$ cat config.mk
export PLATFORM = sky130hd
export DESIGN_NAME = etl_trigger
export DESIGN_NICKNAME = d
export VERILOG_FILES = /design/src/etl_pkg.sv /design/src/etl_trigger.sv
export SDC_FILE = /design/constraint.sdc
export NUM_CORES = 1
export LEC_CHECK = 0
export ABC_AREA = 0
export BUFFER_PORTS_ARGS = -buffer_cell sky130_fd_sc_hd__buf_2
export CAP_MARGIN = 40
export CELL_PAD_IN_SITES_DETAIL_PLACEMENT = 1
export CELL_PAD_IN_SITES_GLOBAL_PLACEMENT = 2
export CORE_ASPECT_RATIO = 0.5
export CORE_MARGIN = 2
export CORE_UTILIZATION = 39
export CTS_CLUSTER_DIAMETER = 100
export CTS_CLUSTER_SIZE = 28
export DETAILED_ROUTE_END_ITERATION = 16
export PLACE_DENSITY = 0.89
export SLEW_MARGIN = 20
export SYNTH_ARGS = -nofsm -noshare
export SYNTH_HDL_FRONTEND = slang
export SYNTH_SLANG_ARGS = --single-unit
export TNS_END_PERCENT = 30
$ cat constraint.sdc
create_clock -name pclk -period 4.8 [get_ports pclk]
set_input_delay 0 -clock pclk [delete_from_list [all_inputs] [get_ports pclk]]
set_output_delay 0 -clock pclk [all_outputs]
set_load 0.01 [all_outputs]
$ cat src/etl_pkg.sv
package etl_pkg;

	// ------------------------------------------------------------
	// register map (byte addresses)
	// ------------------------------------------------------------
	localparam logic [7:0] OFS_CTRL  = 8'h00;
	localparam logic [7:0] OFS_LINE  = 8'h04;
	localparam logic [7:0] OFS_DROP  = 8'h08;
	localparam logic [7:0] OFS_MULT  = 8'h0c;
	localparam logic [7:0] OFS_FRAME = 8'h10;
	localparam logic [7:0] OFS_LINES = 8'h14;
	localparam logic [7:0] OFS_STAT  = 8'h18;
	localparam logic [7:0] OFS_CNT   = 8'h1c;

	// ------------------------------------------------------------
	// field positions
	// ------------------------------------------------------------
	localparam int CTRL_ENC   = 0;
	localparam int CTRL_EXT   = 1;
	localparam int CTRL_FTRIG = 2;
	localparam int CTRL_GRAB  = 3;
	localparam int CTRL_AUTO  = 4;
	localparam int CTRL_TF    = 5;
	localparam int CTRL_VAR   = 6;
	localparam int LINE_SRC   = 0;
	localparam int LINE_ORD   = 4;
	localparam int LINE_DIR   = 8;
	localparam int STAT_REV   = 16;
	localparam int STAT_DUAL  = 28;
	localparam int STAT_HELD  = 29;
	localparam int STAT_BUSY  = 30;
	localparam int STAT_RUN   = 31;
	localparam int CNT_DROP   = 16;

	// ------------------------------------------------------------
	// codes
	// ------------------------------------------------------------
	localparam logic [2:0] SRC_A     = 3'h1;
	localparam logic [2:0] SRC_B     = 3'h2;
	localparam logic [2:0] SRC_AB    = 3'h3;
	localparam logic [2:0] SRC_SYNC1 = 3'h4;
	localparam logic [2:0] SRC_SYNC2 = 3'h5;
	localparam logic [1:0] ORD_DROP1 = 2'h1;
	localparam logic [1:0] DIR_IGN   = 2'h0;
	localparam logic [1:0] DIR_AB    = 2'h1;
	localparam logic [6:0] DET_LOW   = 7'h01;
	localparam logic [6:0] DET_HIGH  = 7'h02;
	localparam logic [6:0] DET_RISE  = 7'h04;
	localparam logic [6:0] DET_FALL  = 7'h08;
	localparam logic [6:0] DET_DRISE = 7'h20;
	localparam logic [6:0] DET_DFALL = 7'h40;

	// ------------------------------------------------------------
	// types
	// ------------------------------------------------------------
	typedef struct packed {
		logic       enc_on;
		logic       ext_on;
		logic       ftrig_on;
		logic       grab;
		logic       auto_dly;
		logic       tf_en;
		logic       var_len;
		logic [2:0] src;
		logic [1:0] order;
		logic [1:0] dir;
		logic [15:0] drop;
		logic [7:0] mult;
		logic [6:0] det;
		logic [15:0] lines;
	} etl_cfg_t;

	typedef struct packed {
		logic enc_a;
		logic enc_b;
		logic sync1;
		logic sync2;
		logic trig1;
		logic trig2;
	} etl_pins_t;

	typedef struct packed {
		logic valid;
		logic dropped;
		logic too_fast;
		logic rev_ovf;
		logic fstart;
		logic fend;
	} etl_ev_t;

	typedef enum logic [1:0] {
		F_IDLE = 2'b01,
		F_RUN  = 2'b10
	} etl_fst_t;

	// ------------------------------------------------------------
	// reset values
	// ------------------------------------------------------------
	localparam logic [2:0]  SRC_RST   = 3'h1;
	localparam logic [7:0]  MULT_RST  = 8'h01;
	localparam logic [15:0] LINES_RST = 16'h0400;
	localparam logic [6:0]  DET_RST   = 7'h04;

endpackage : etl_pkg

$ cat src/etl_trigger.sv
// Contract
// - source code 1 phase A, 2 phase B, 3 both, 4 sync one, 5 sync two
// - encoder mode: one line trigger per qualifying edge on either phase
// - after each passed pulse, drop the programmed count of pulses
// - multiply emits the programmed number of triggers per input pulse
// - order 1 drops then multiplies; 0 or 2 multiplies then drops
// - direction 0 ignored, 1 A leads forward, 2 B leads forward
// - count reverse steps, pay back with forward steps, then trigger
// - reverse counter overflow raises an event
// - auto delay holds a trigger until the camera line is done
// - encoder enable 1 turns encoder triggering on, 0 off
// - fixed mode captures exactly the programmed line count, one line when it is 0
// - variable level or dual frames end on deassert or at the maximum
// - level and dual modes roll over while the condition stays active
// - single edge modes capture one frame per edge, never roll over
// - frame trigger events only while grabbing
// - fixed mode checks level at frame end, restarts or waits
// - variable mode never reports ignored triggers
// - frame trigger enable 1 on, 0 off
// - detection 1 low, 2 high, 4 rise, 8 fall, 32/64 dual edges
// - dual input: input one edge starts, input two edge ends
// - line triggers run on regardless of frame state
// - fixed mode: each received trigger is valid or ignored
// - too fast event at most once per virtual frame
// - trigger during a running fixed frame is ignored and reported
//
// The APB interface to the registers and the register offsets were decided locally.
`timescale 1ns/100ps
module etl_trigger #(
	parameter int REV_W = 8
) (
	// clock and reset
	input  wire logic                pclk,
	input  wire logic                presetn,
	// apb slave
	input  wire logic                psel,
	input  wire logic                penable,
	input  wire logic                pwrite,
	input  wire logic [7:0]          paddr,
	input  wire logic [31:0]         pwdata,
	output logic      [31:0]         prdata,
	output logic                     pready,
	output logic                     pslverr,
	// encoder, sync and frame trigger pins
	input  wire etl_pkg::etl_pins_t  pins,
	// camera side
	input  wire logic                line_done,
	output logic                     line_trigger,
	output logic                     line_capture,
	output logic                     frame_active,
	// events
	output etl_pkg::etl_ev_t         events
);

	generate
		if (REV_W < 1 || REV_W > 12) begin : g_bad_rev
			$error("REV_W must lie in 1..12");
		end
	endgenerate

	typedef struct packed {
		etl_pkg::etl_cfg_t  cfg;
		etl_pkg::etl_pins_t s1;
		etl_pkg::etl_pins_t s2;
		etl_pkg::etl_pins_t s3;
		logic [31:0]        rdata;
		logic [REV_W-1:0]   rev;
		logic [15:0]        dcnt;
		logic [15:0]        mpend;
		logic [15:0]        lcnt;
		logic [15:0]        vcnt;
		logic [15:0]        icnt;
		logic               busy;
		logic               held;
		logic               tf_seen;
		logic               dual_on;
		logic               ltrig;
		logic               lcap;
		etl_pkg::etl_fst_t  fst;
		etl_pkg::etl_ev_t   ev;
	} etl_st_t;

	etl_st_t q;
	etl_st_t n;

	// ------------------------------------------------------------
	// helpers
	// ------------------------------------------------------------
	function automatic logic [16:0] drop_step(input logic in, input logic [15:0] cnt,
		input logic [15:0] rld);
		if (!in)
			return {1'b0, cnt};
		if (cnt == 16'h0000)
			return {1'b1, rld};
		return {1'b0, cnt - 16'h0001};
	endfunction : drop_step

	// one trigger per cycle; extra copies queue in the pending count
	function automatic logic [16:0] mult_step(input logic in, input logic [15:0] pend,
		input logic [7:0] m);
		logic       o;
		logic [7:0] k;
		o = in | (pend != 16'h0000);
		k = (m == 8'h00) ? 8'h01 : m;
		return {o, pend + (in ? {8'h00, k} : 16'h0000) - {15'h0000, o}};
	endfunction : mult_step

	function automatic logic mapped(input logic [7:0] a);
		return a inside {etl_pkg::OFS_CTRL, etl_pkg::OFS_LINE, etl_pkg::OFS_DROP,
			etl_pkg::OFS_MULT, etl_pkg::OFS_FRAME, etl_pkg::OFS_LINES,
			etl_pkg::OFS_STAT, etl_pkg::OFS_CNT};
	endfunction : mapped

	// ------------------------------------------------------------
	// combinational next state
	// ------------------------------------------------------------
	logic        ea, eb, ra, rb, fwd, raw, qual, p, issue;
	logic        t1r, t1f, t2r, t2f, lvl, dual, edg, lvl_act;
	logic        sedge, eedge, cond, armed, line_in, done_len, vend, fwd_p, rev_p;
	logic [15:0] lim;
	logic [16:0] ds, ms;
	logic [31:0] rv;

	assign pready  = 1'b1;
	assign pslverr = psel & penable & ~mapped(paddr);

	always_comb begin
		n = q;
		n.s1 = pins;
		n.s2 = q.s1;
		n.s3 = q.s2;
		n.ev = '0;
		n.ltrig = 1'b0;
		n.lcap = 1'b0;

		// encoder edges and quadrature direction
		ea = q.s2.enc_a ^ q.s3.enc_a;
		eb = q.s2.enc_b ^ q.s3.enc_b;
		ra = q.s2.enc_a & ~q.s3.enc_a;
		rb = q.s2.enc_b & ~q.s3.enc_b;
		fwd = ea ? (q.s2.enc_a != q.s2.enc_b) : (q.s2.enc_b == q.s2.enc_a);
		if (q.cfg.dir != etl_pkg::DIR_AB)
			fwd = ~fwd;

		raw = 1'b0;
		if (q.cfg.enc_on) begin
			case (q.cfg.src)
				etl_pkg::SRC_A:  raw = ea;
				etl_pkg::SRC_B:  raw = eb;
				etl_pkg::SRC_AB: raw = ea | eb;
				default:         raw = 1'b0;
			endcase
		end else if (q.cfg.ext_on) begin
			case (q.cfg.src)
				etl_pkg::SRC_A:     raw = ra;
				etl_pkg::SRC_B:     raw = rb;
				etl_pkg::SRC_SYNC1: raw = q.s2.sync1 & ~q.s3.sync1;
				etl_pkg::SRC_SYNC2: raw = q.s2.sync2 & ~q.s3.sync2;
				default:            raw = 1'b0;
			endcase
		end

		// direction qualification with reverse step payback
		qual = raw;
		fwd_p = 1'b0;
		rev_p = 1'b0;
		if (raw && q.cfg.enc_on && q.cfg.dir != etl_pkg::DIR_IGN) begin
			fwd_p = fwd;
			rev_p = ~fwd;
			qual = 1'b0;
			if (fwd && q.rev != '0)
				n.rev = q.rev - 1'b1;
			else if (fwd)
				qual = 1'b1;
			else if (&q.rev)
				n.ev.rev_ovf = 1'b1;
			else
				n.rev = q.rev + 1'b1;
		end

		// drop and multiply, order selectable
		if (q.cfg.order == etl_pkg::ORD_DROP1) begin
			ds = drop_step(qual, q.dcnt, q.cfg.drop);
			ms = mult_step(ds[16], q.mpend, q.cfg.mult);
			p = ms[16];
		end else begin
			ms = mult_step(qual, q.mpend, q.cfg.mult);
			ds = drop_step(ms[16], q.dcnt, q.cfg.drop);
			p = ds[16];
		end
		n.dcnt = ds[15:0];
		n.mpend = ms[15:0];

		// line trigger with optional auto delay
		issue = 1'b0;
		n.busy = q.busy & ~line_done;
		if (q.cfg.auto_dly) begin
			if ((p || q.held) && !q.busy) begin
				issue = 1'b1;
				n.held = q.held & p;
			end else if (p || q.held) begin
				n.held = 1'b1;
				if (p && q.cfg.tf_en && !q.tf_seen) begin
					n.ev.too_fast = 1'b1;
					n.tf_seen = 1'b1;
				end
			end
		end else begin
			issue = p;
			n.held = 1'b0;
		end
		if (issue) begin
			n.busy = 1'b1;
			n.ltrig = 1'b1;
		end

		// frame trigger detection
		t1r = q.s2.trig1 & ~q.s3.trig1;
		t1f = ~q.s2.trig1 & q.s3.trig1;
		t2r = q.s2.trig2 & ~q.s3.trig2;
		t2f = ~q.s2.trig2 & q.s3.trig2;
		lvl = (q.cfg.det == etl_pkg::DET_LOW) || (q.cfg.det == etl_pkg::DET_HIGH);
		dual = (q.cfg.det == etl_pkg::DET_DRISE) || (q.cfg.det == etl_pkg::DET_DFALL);
		edg = (q.cfg.det == etl_pkg::DET_RISE) || (q.cfg.det == etl_pkg::DET_FALL);
		lvl_act = (q.cfg.det == etl_pkg::DET_LOW) ? ~q.s2.trig1 : q.s2.trig1;
		case (q.cfg.det)
			etl_pkg::DET_LOW:   begin sedge = t1f; eedge = t1r; end
			etl_pkg::DET_HIGH:  begin sedge = t1r; eedge = t1f; end
			etl_pkg::DET_RISE:  begin sedge = t1r; eedge = 1'b0; end
			etl_pkg::DET_FALL:  begin sedge = t1f; eedge = 1'b0; end
			etl_pkg::DET_DRISE: begin sedge = t1r; eedge = t2r; end
			etl_pkg::DET_DFALL: begin sedge = t1f; eedge = t2f; end
			default:            begin sedge = 1'b0; eedge = 1'b0; end
		endcase
		if (dual && sedge)
			n.dual_on = 1'b1;
		else if (dual && eedge || !dual)
			n.dual_on = 1'b0;
		cond = lvl ? lvl_act : (dual & n.dual_on);

		armed = q.cfg.grab & q.cfg.ftrig_on;
		lim = (q.cfg.lines == 16'h0000) ? 16'h0001 : q.cfg.lines;
		line_in = issue && q.fst == etl_pkg::F_RUN;
		done_len = line_in && (q.lcnt + 16'h0001 == lim);
		vend = armed && q.cfg.var_len && (lvl || dual) && eedge;
		n.lcap = line_in;

		case (q.fst)
			etl_pkg::F_IDLE: begin
				if (q.cfg.grab && (!q.cfg.ftrig_on || armed && (sedge || cond && !edg))) begin
					n.fst = etl_pkg::F_RUN;
					n.lcnt = 16'h0000;
					n.tf_seen = n.ev.too_fast;
					n.ev.fstart = 1'b1;
					n.ev.valid = armed & sedge;
				end
			end
			etl_pkg::F_RUN: begin
				if (line_in)
					n.lcnt = q.lcnt + 16'h0001;
				if (!q.cfg.grab || vend) begin
					n.fst = etl_pkg::F_IDLE;
					n.ev.fend = 1'b1;
					n.ev.valid = vend;
				end else if (done_len) begin
					n.ev.fend = 1'b1;
					if (!q.cfg.ftrig_on || cond) begin
						n.lcnt = 16'h0000;
						// a too-fast hit in the roll cycle counts for the new frame
						n.tf_seen = n.ev.too_fast;
						n.ev.fstart = 1'b1;
					end else begin
						n.fst = etl_pkg::F_IDLE;
					end
				end
				if (armed && sedge && !q.cfg.var_len && !vend)
					n.ev.dropped = 1'b1;
			end
			default: n.fst = etl_pkg::F_IDLE;
		endcase
		if (n.ev.valid)
			n.vcnt = q.vcnt + 16'h0001;
		if (n.ev.dropped)
			n.icnt = q.icnt + 16'h0001;

		// ------------------------------------------------------------
		// register access
		// ------------------------------------------------------------
		rv = 32'h0000_0000;
		case (paddr)
			etl_pkg::OFS_CTRL: begin
				rv[etl_pkg::CTRL_ENC] = q.cfg.enc_on;
				rv[etl_pkg::CTRL_EXT] = q.cfg.ext_on;
				rv[etl_pkg::CTRL_FTRIG] = q.cfg.ftrig_on;
				rv[etl_pkg::CTRL_GRAB] = q.cfg.grab;
				rv[etl_pkg::CTRL_AUTO] = q.cfg.auto_dly;
				rv[etl_pkg::CTRL_TF] = q.cfg.tf_en;
				rv[etl_pkg::CTRL_VAR] = q.cfg.var_len;
			end
			etl_pkg::OFS_LINE: begin
				rv[etl_pkg::LINE_SRC +: 3] = q.cfg.src;
				rv[etl_pkg::LINE_ORD +: 2] = q.cfg.order;
				rv[etl_pkg::LINE_DIR +: 2] = q.cfg.dir;
			end
			etl_pkg::OFS_DROP:  rv[15:0] = q.cfg.drop;
			etl_pkg::OFS_MULT:  rv[7:0] = q.cfg.mult;
			etl_pkg::OFS_FRAME: rv[6:0] = q.cfg.det;
			etl_pkg::OFS_LINES: rv[15:0] = q.cfg.lines;
			etl_pkg::OFS_STAT: begin
				rv[15:0] = q.lcnt;
				rv[etl_pkg::STAT_REV +: REV_W] = q.rev;
				rv[etl_pkg::STAT_DUAL] = q.dual_on;
				rv[etl_pkg::STAT_HELD] = q.held;
				rv[etl_pkg::STAT_BUSY] = q.busy;
				rv[etl_pkg::STAT_RUN] = (q.fst == etl_pkg::F_RUN);
			end
			etl_pkg::OFS_CNT: rv = {q.icnt, q.vcnt};
			default: rv = 32'h0000_0000;
		endcase
		if (psel && !penable && !pwrite)
			n.rdata = rv;

		if (psel && penable && pwrite) begin
			case (paddr)
				etl_pkg::OFS_CTRL: begin
					n.cfg.enc_on = pwdata[etl_pkg::CTRL_ENC];
					n.cfg.ext_on = pwdata[etl_pkg::CTRL_EXT];
					n.cfg.ftrig_on = pwdata[etl_pkg::CTRL_FTRIG];
					n.cfg.grab = pwdata[etl_pkg::CTRL_GRAB];
					n.cfg.auto_dly = pwdata[etl_pkg::CTRL_AUTO];
					n.cfg.tf_en = pwdata[etl_pkg::CTRL_TF];
					n.cfg.var_len = pwdata[etl_pkg::CTRL_VAR];
				end
				etl_pkg::OFS_LINE: begin
					n.cfg.src = pwdata[etl_pkg::LINE_SRC +: 3];
					n.cfg.order = pwdata[etl_pkg::LINE_ORD +: 2];
					n.cfg.dir = pwdata[etl_pkg::LINE_DIR +: 2];
				end
				etl_pkg::OFS_DROP:  n.cfg.drop = pwdata[15:0];
				etl_pkg::OFS_MULT:  n.cfg.mult = pwdata[7:0];
				etl_pkg::OFS_FRAME: n.cfg.det = pwdata[6:0];
				etl_pkg::OFS_LINES: n.cfg.lines = pwdata[15:0];
				// any write clears both counters; a same-cycle event is lost
				etl_pkg::OFS_CNT: begin
					n.vcnt = 16'h0000;
					n.icnt = 16'h0000;
				end
				default: n.cfg = q.cfg;
			endcase
		end
	end

	// ------------------------------------------------------------
	// state register
	// ------------------------------------------------------------
	always_ff @(posedge pclk or negedge presetn) begin
		if (!presetn) begin
			q <= '0;
			q.cfg.src <= etl_pkg::SRC_RST;
			q.cfg.mult <= etl_pkg::MULT_RST;
			q.cfg.lines <= etl_pkg::LINES_RST;
			q.cfg.det <= etl_pkg::DET_RST;
			q.fst <= etl_pkg::F_IDLE;
		end else begin
			q <= n;
		end
	end

	assign prdata       = q.rdata;
	assign line_trigger = q.ltrig;
	assign line_capture = q.lcap;
	assign frame_active = (q.fst == etl_pkg::F_RUN);
	assign events       = q.ev;
endmodule : etl_trigger

==> results.json <==
{
  "worst-slew-pin-transition_ps": 914.5,
  "grt_pass1_vias": 10700,
  "cts.sinks": 213,
  "tns_ps": 0,
  "pwr-share-comb_pct": 39.9,
  "switching_share_pct": 37.67,
  "final_util_pct": 43.41,
  "synth_cell_types": 76,
  "mostFrequentLayoutCells": "dfrtp_1, nor2_1, nand2_1, inv_1, buf_2",
  "grtUsageTotal_pct": 22.13,
  "synth_top_family_by_area": "simple AND/OR/NAND/NOR gates",
  "hold_class": "input pin to register",
  "synth_nets": 1425,
  "drive_above_1_share_pct": 14.71,
  "synth_edf_count": 0,
  "reg2reg_from": "n[139]$_DFF_PN0_",
  "avgSynthCellArea_um2": 9.542,
  "ys.flop_type": "dfrtp_1",
  "yosys.area_share.simple_pct": 17.68,
  "p_int_mw": 3.333,
  "cp.required_ps": 5170,
  "period_share_pct": 93.35,
  "num-nets-final": 1469,
  "synthXorXnorAreaFrac_pct": 5.213,
  "max_cap_viol_count": 0,
  "via_per_inst": 5.712,
  "setup-violations-final": 0,
  "fin_crit_ps": 4481,
  "startpoint_type": "register",
  "dp_hpwl_mm": 27.43,
  "die_h_um": 130.7,
  "htree_levels": 1,
  "antenna_left": 0,
  "register_area_mm2": 0.005336,
  "antenna_found_initial": 2,
  "netlist_area_mm2": 0.01253,
  "p_per_area_mw_per_mm2": 389.1,
  "slew_headroom_pct": 39.03,
  "outcome": "finished clean",
  "placed_area_mm2": 0.01311,
  "rsz0062_at_grt": "true",
  "clk_latency_ps": 480,
  "grt_pass1_wl_mm": 59.39,
  "drt-total-wl_mm": 37.36,
  "p_leak_nw": 6.217,
  "async_reset_ff_share_pct": 100.0,
  "port_buffers": 77,
  "critPathLaunch": "n[139]$_DFF_PN0_",
  "gp_congestion": 0.8806,
  "ys_warn_count": 0,
  "synth_cells": 1313,
  "synth_mux_area_share_pct": 6.292,
  "area_growth_pct": 9.678,
  "drc": 0,
  "p_sw_mw": 2.014,
  "worst_ep_arrival_time_ps": 4860,
  "core-area_mm2": 0.03166,
  "ys_seq_area_share_pct": 42.59,
  "dr_total_vias": 10240,
  "final_common_cell": "dfrtp_1",
  "die_w_um": 257.5,
  "synth_compound_area_share_pct": 15.57,
  "cts_buffers": 11,
  "holdCritStartpoint": "pwrite",
  "io_pins": 95,
  "dr.pass1.iters": 5,
  "crit_type": "register to register",
  "cts_tree": "yes",
  "grt_max_degree": 110,
  "clk_pin_slew_ps": 120,
  "synth-seq-cells": 213,
  "multi_input_area_mm2": 0.006434,
  "grt-ovfl-total": 0,
  "fin_area_mm2": 0.01374,
  "cts_root_buffer": "clkbuf_16",
  "first_iter_violations": 799,
  "finClkSkew_ps": 22.37,
  "rows": 46,
  "initial_core_util_pct": 39.58,
  "fmax_mhz": 223.2,
  "fillCellCount": 3655,
  "setup.worst_path.end_class": "register",
  "drv_slew": 0,
  "p_clk_share_pct": 19.5,
  "clk_path_buf_depth": 3,
  "seq_power_share_pct": 40.6,
  "hold_violations": 0,
  "cp_max_fo": 12,
  "dieArea_mm2": 0.03366,
  "irDropWorstVdd_mv": 0.2044,
  "wl_per_cell_um": 20.84,
  "synthAdderAreaFrac_pct": 6.172
}
area by class of cell:
type | instances | area share, %
clock buffers | 15 | 2.113
inverters | 78 | 2.131
well taps | 432 | 3.934
flip-flops and latches | 213 | 38.84
diodes | 1 | 0.01821
clock inverters | 1 | 0.08195
multi-input cells | 931 | 46.82
repair buffers | 122 | 6.064
layer usage:
layer  up-vias  routed length [µm]  GRT usage [%]
li1       4740                   -              -
met1      5215               16770          29.81
met2       236               17820          37.57
met3        51                1811          3.318
met4         0                 958          6.154
met5         -                   0              0
stage by stage:
| step | hold WS, ps | instances | worst slack, ps | power [mW] |
|---|---|---|---|---|
| after global routing | 60.67 | 1792 | -59.51 | 5.772 |
| after detailed placement | 112.0 | 1748 | 19.06 | 4.262 |
| after global placement | 105.0 | 1745 | 326.2 | 4.117 |
| after floorplan | -295.6 | 1313 | 683.3 | 3.691 |
| final | 35.41 | 1793 | 319.4 | 5.347 |
| after CTS | 17.63 | 1790 | 39.43 | 5.341 |
path summary, 6_finish.rpt:
kind,cells past startpoint,endpoint,slack (ps)
worst max register to register,16,q[77]$_DFF_PN0_,320
worst min register to register,0,n[136]$_DFF_PN0_,370
worst min-delay path,5,prdata[6]$_DFFE_PN0P_,40
worst max-delay path,16,q[77]$_DFF_PN0_,320
min in group asynchronous,2,q[74]$_DFF_PN0_,130
max in group asynchronous,3,q[37]$_DFF_PN0_,3580
registers in the layout, summed over array words and instances, names as in the netlist:
signal and count:
n 12, q 161, line_trigger 1, events 6, line_capture 1, prdata 32
synthesized netlist by cell type, types with 6 or more instances:
cell type  instances  area, µm²
nor2_1           122      457.9
nand2_1          112      420.4
or3_1              8      50.05
mux2i_1            9      90.09
dfrtp_1          208       5205
mux2_2            62      698.2
and2_1             6      37.54
nand3_1           48      240.2
a22o_1            14      122.6
a21oi_1           52      260.3
nand3b_1           7      52.55
nor3_1            26      130.1
nand2b_1          16      100.1
buf_4             42      315.3
a21o_1             6      45.04
nor4_1            20      125.1
inv_1             78      292.8
nor2b_1           15      93.84
clkbuf_1          38      142.6
a22oi_1           39      292.8
o31ai_1           12      90.09
o21ai_0           58      290.3
a2bb2oi_1         12      105.1
o22ai_1            6      37.54
buf_2              7      35.03
nor3b_1            6      45.04
xor2_1            42      367.9
a221oi_1          15      131.4
ha_1              57      713.2
nand4_1           22      137.6
xnor2_1           30      262.8
o211ai_1          14      105.1
and3_1             9      56.30
timing repair:
item | in CTS | in global routing
hold endpoints to repair | 175 | 0
setup endpoints to repair | 1 | 4
resized for setup | 1 | 7
cloned | 0 | 0
hold buffers | 26 | 0
buffers inserted | 0 | 0
power by group through the flow:
stage          Clock (mW)  Sequential [mW]  Combinational (mW)
2_1_floorplan           0             2.15                1.54
3_3_place_gp            0             2.19                1.93
3_5_place_dp            0             2.20                2.06
4_1_cts              1.08             2.17                2.10
5_1_grt              1.13             2.20                2.44
6_report             1.04             2.17                2.13
critical path: stages (launching register included):
cell and delay [ps]:
dfrtp_1 430, ha_1 320, xnor3_1 430, nor3_1 280
o21ba_2 360, nand2_1 100, ha_1 330, inv_1 60
ha_1 280, a21oi_1 240, nor2_1 120, o41ai_2 410
and2_1 220, o41ai_1 130, a221oi_2 360, nor4_1 90
a311oi_1 220
cell families (layout without fill, tap and decap cells):
logic type	count (synthesis)	in the layout
other	1	2
and+or+nand+nor	445	445
xor gates and xnor gates	73	73
DFF	213	213
muxes	71	71
adders and majority gates	60	60
buffers and inverters	169	216
AOI/OAI and AO/OA	281	281
No activity file was read; power rests on OpenSTA's default activity.
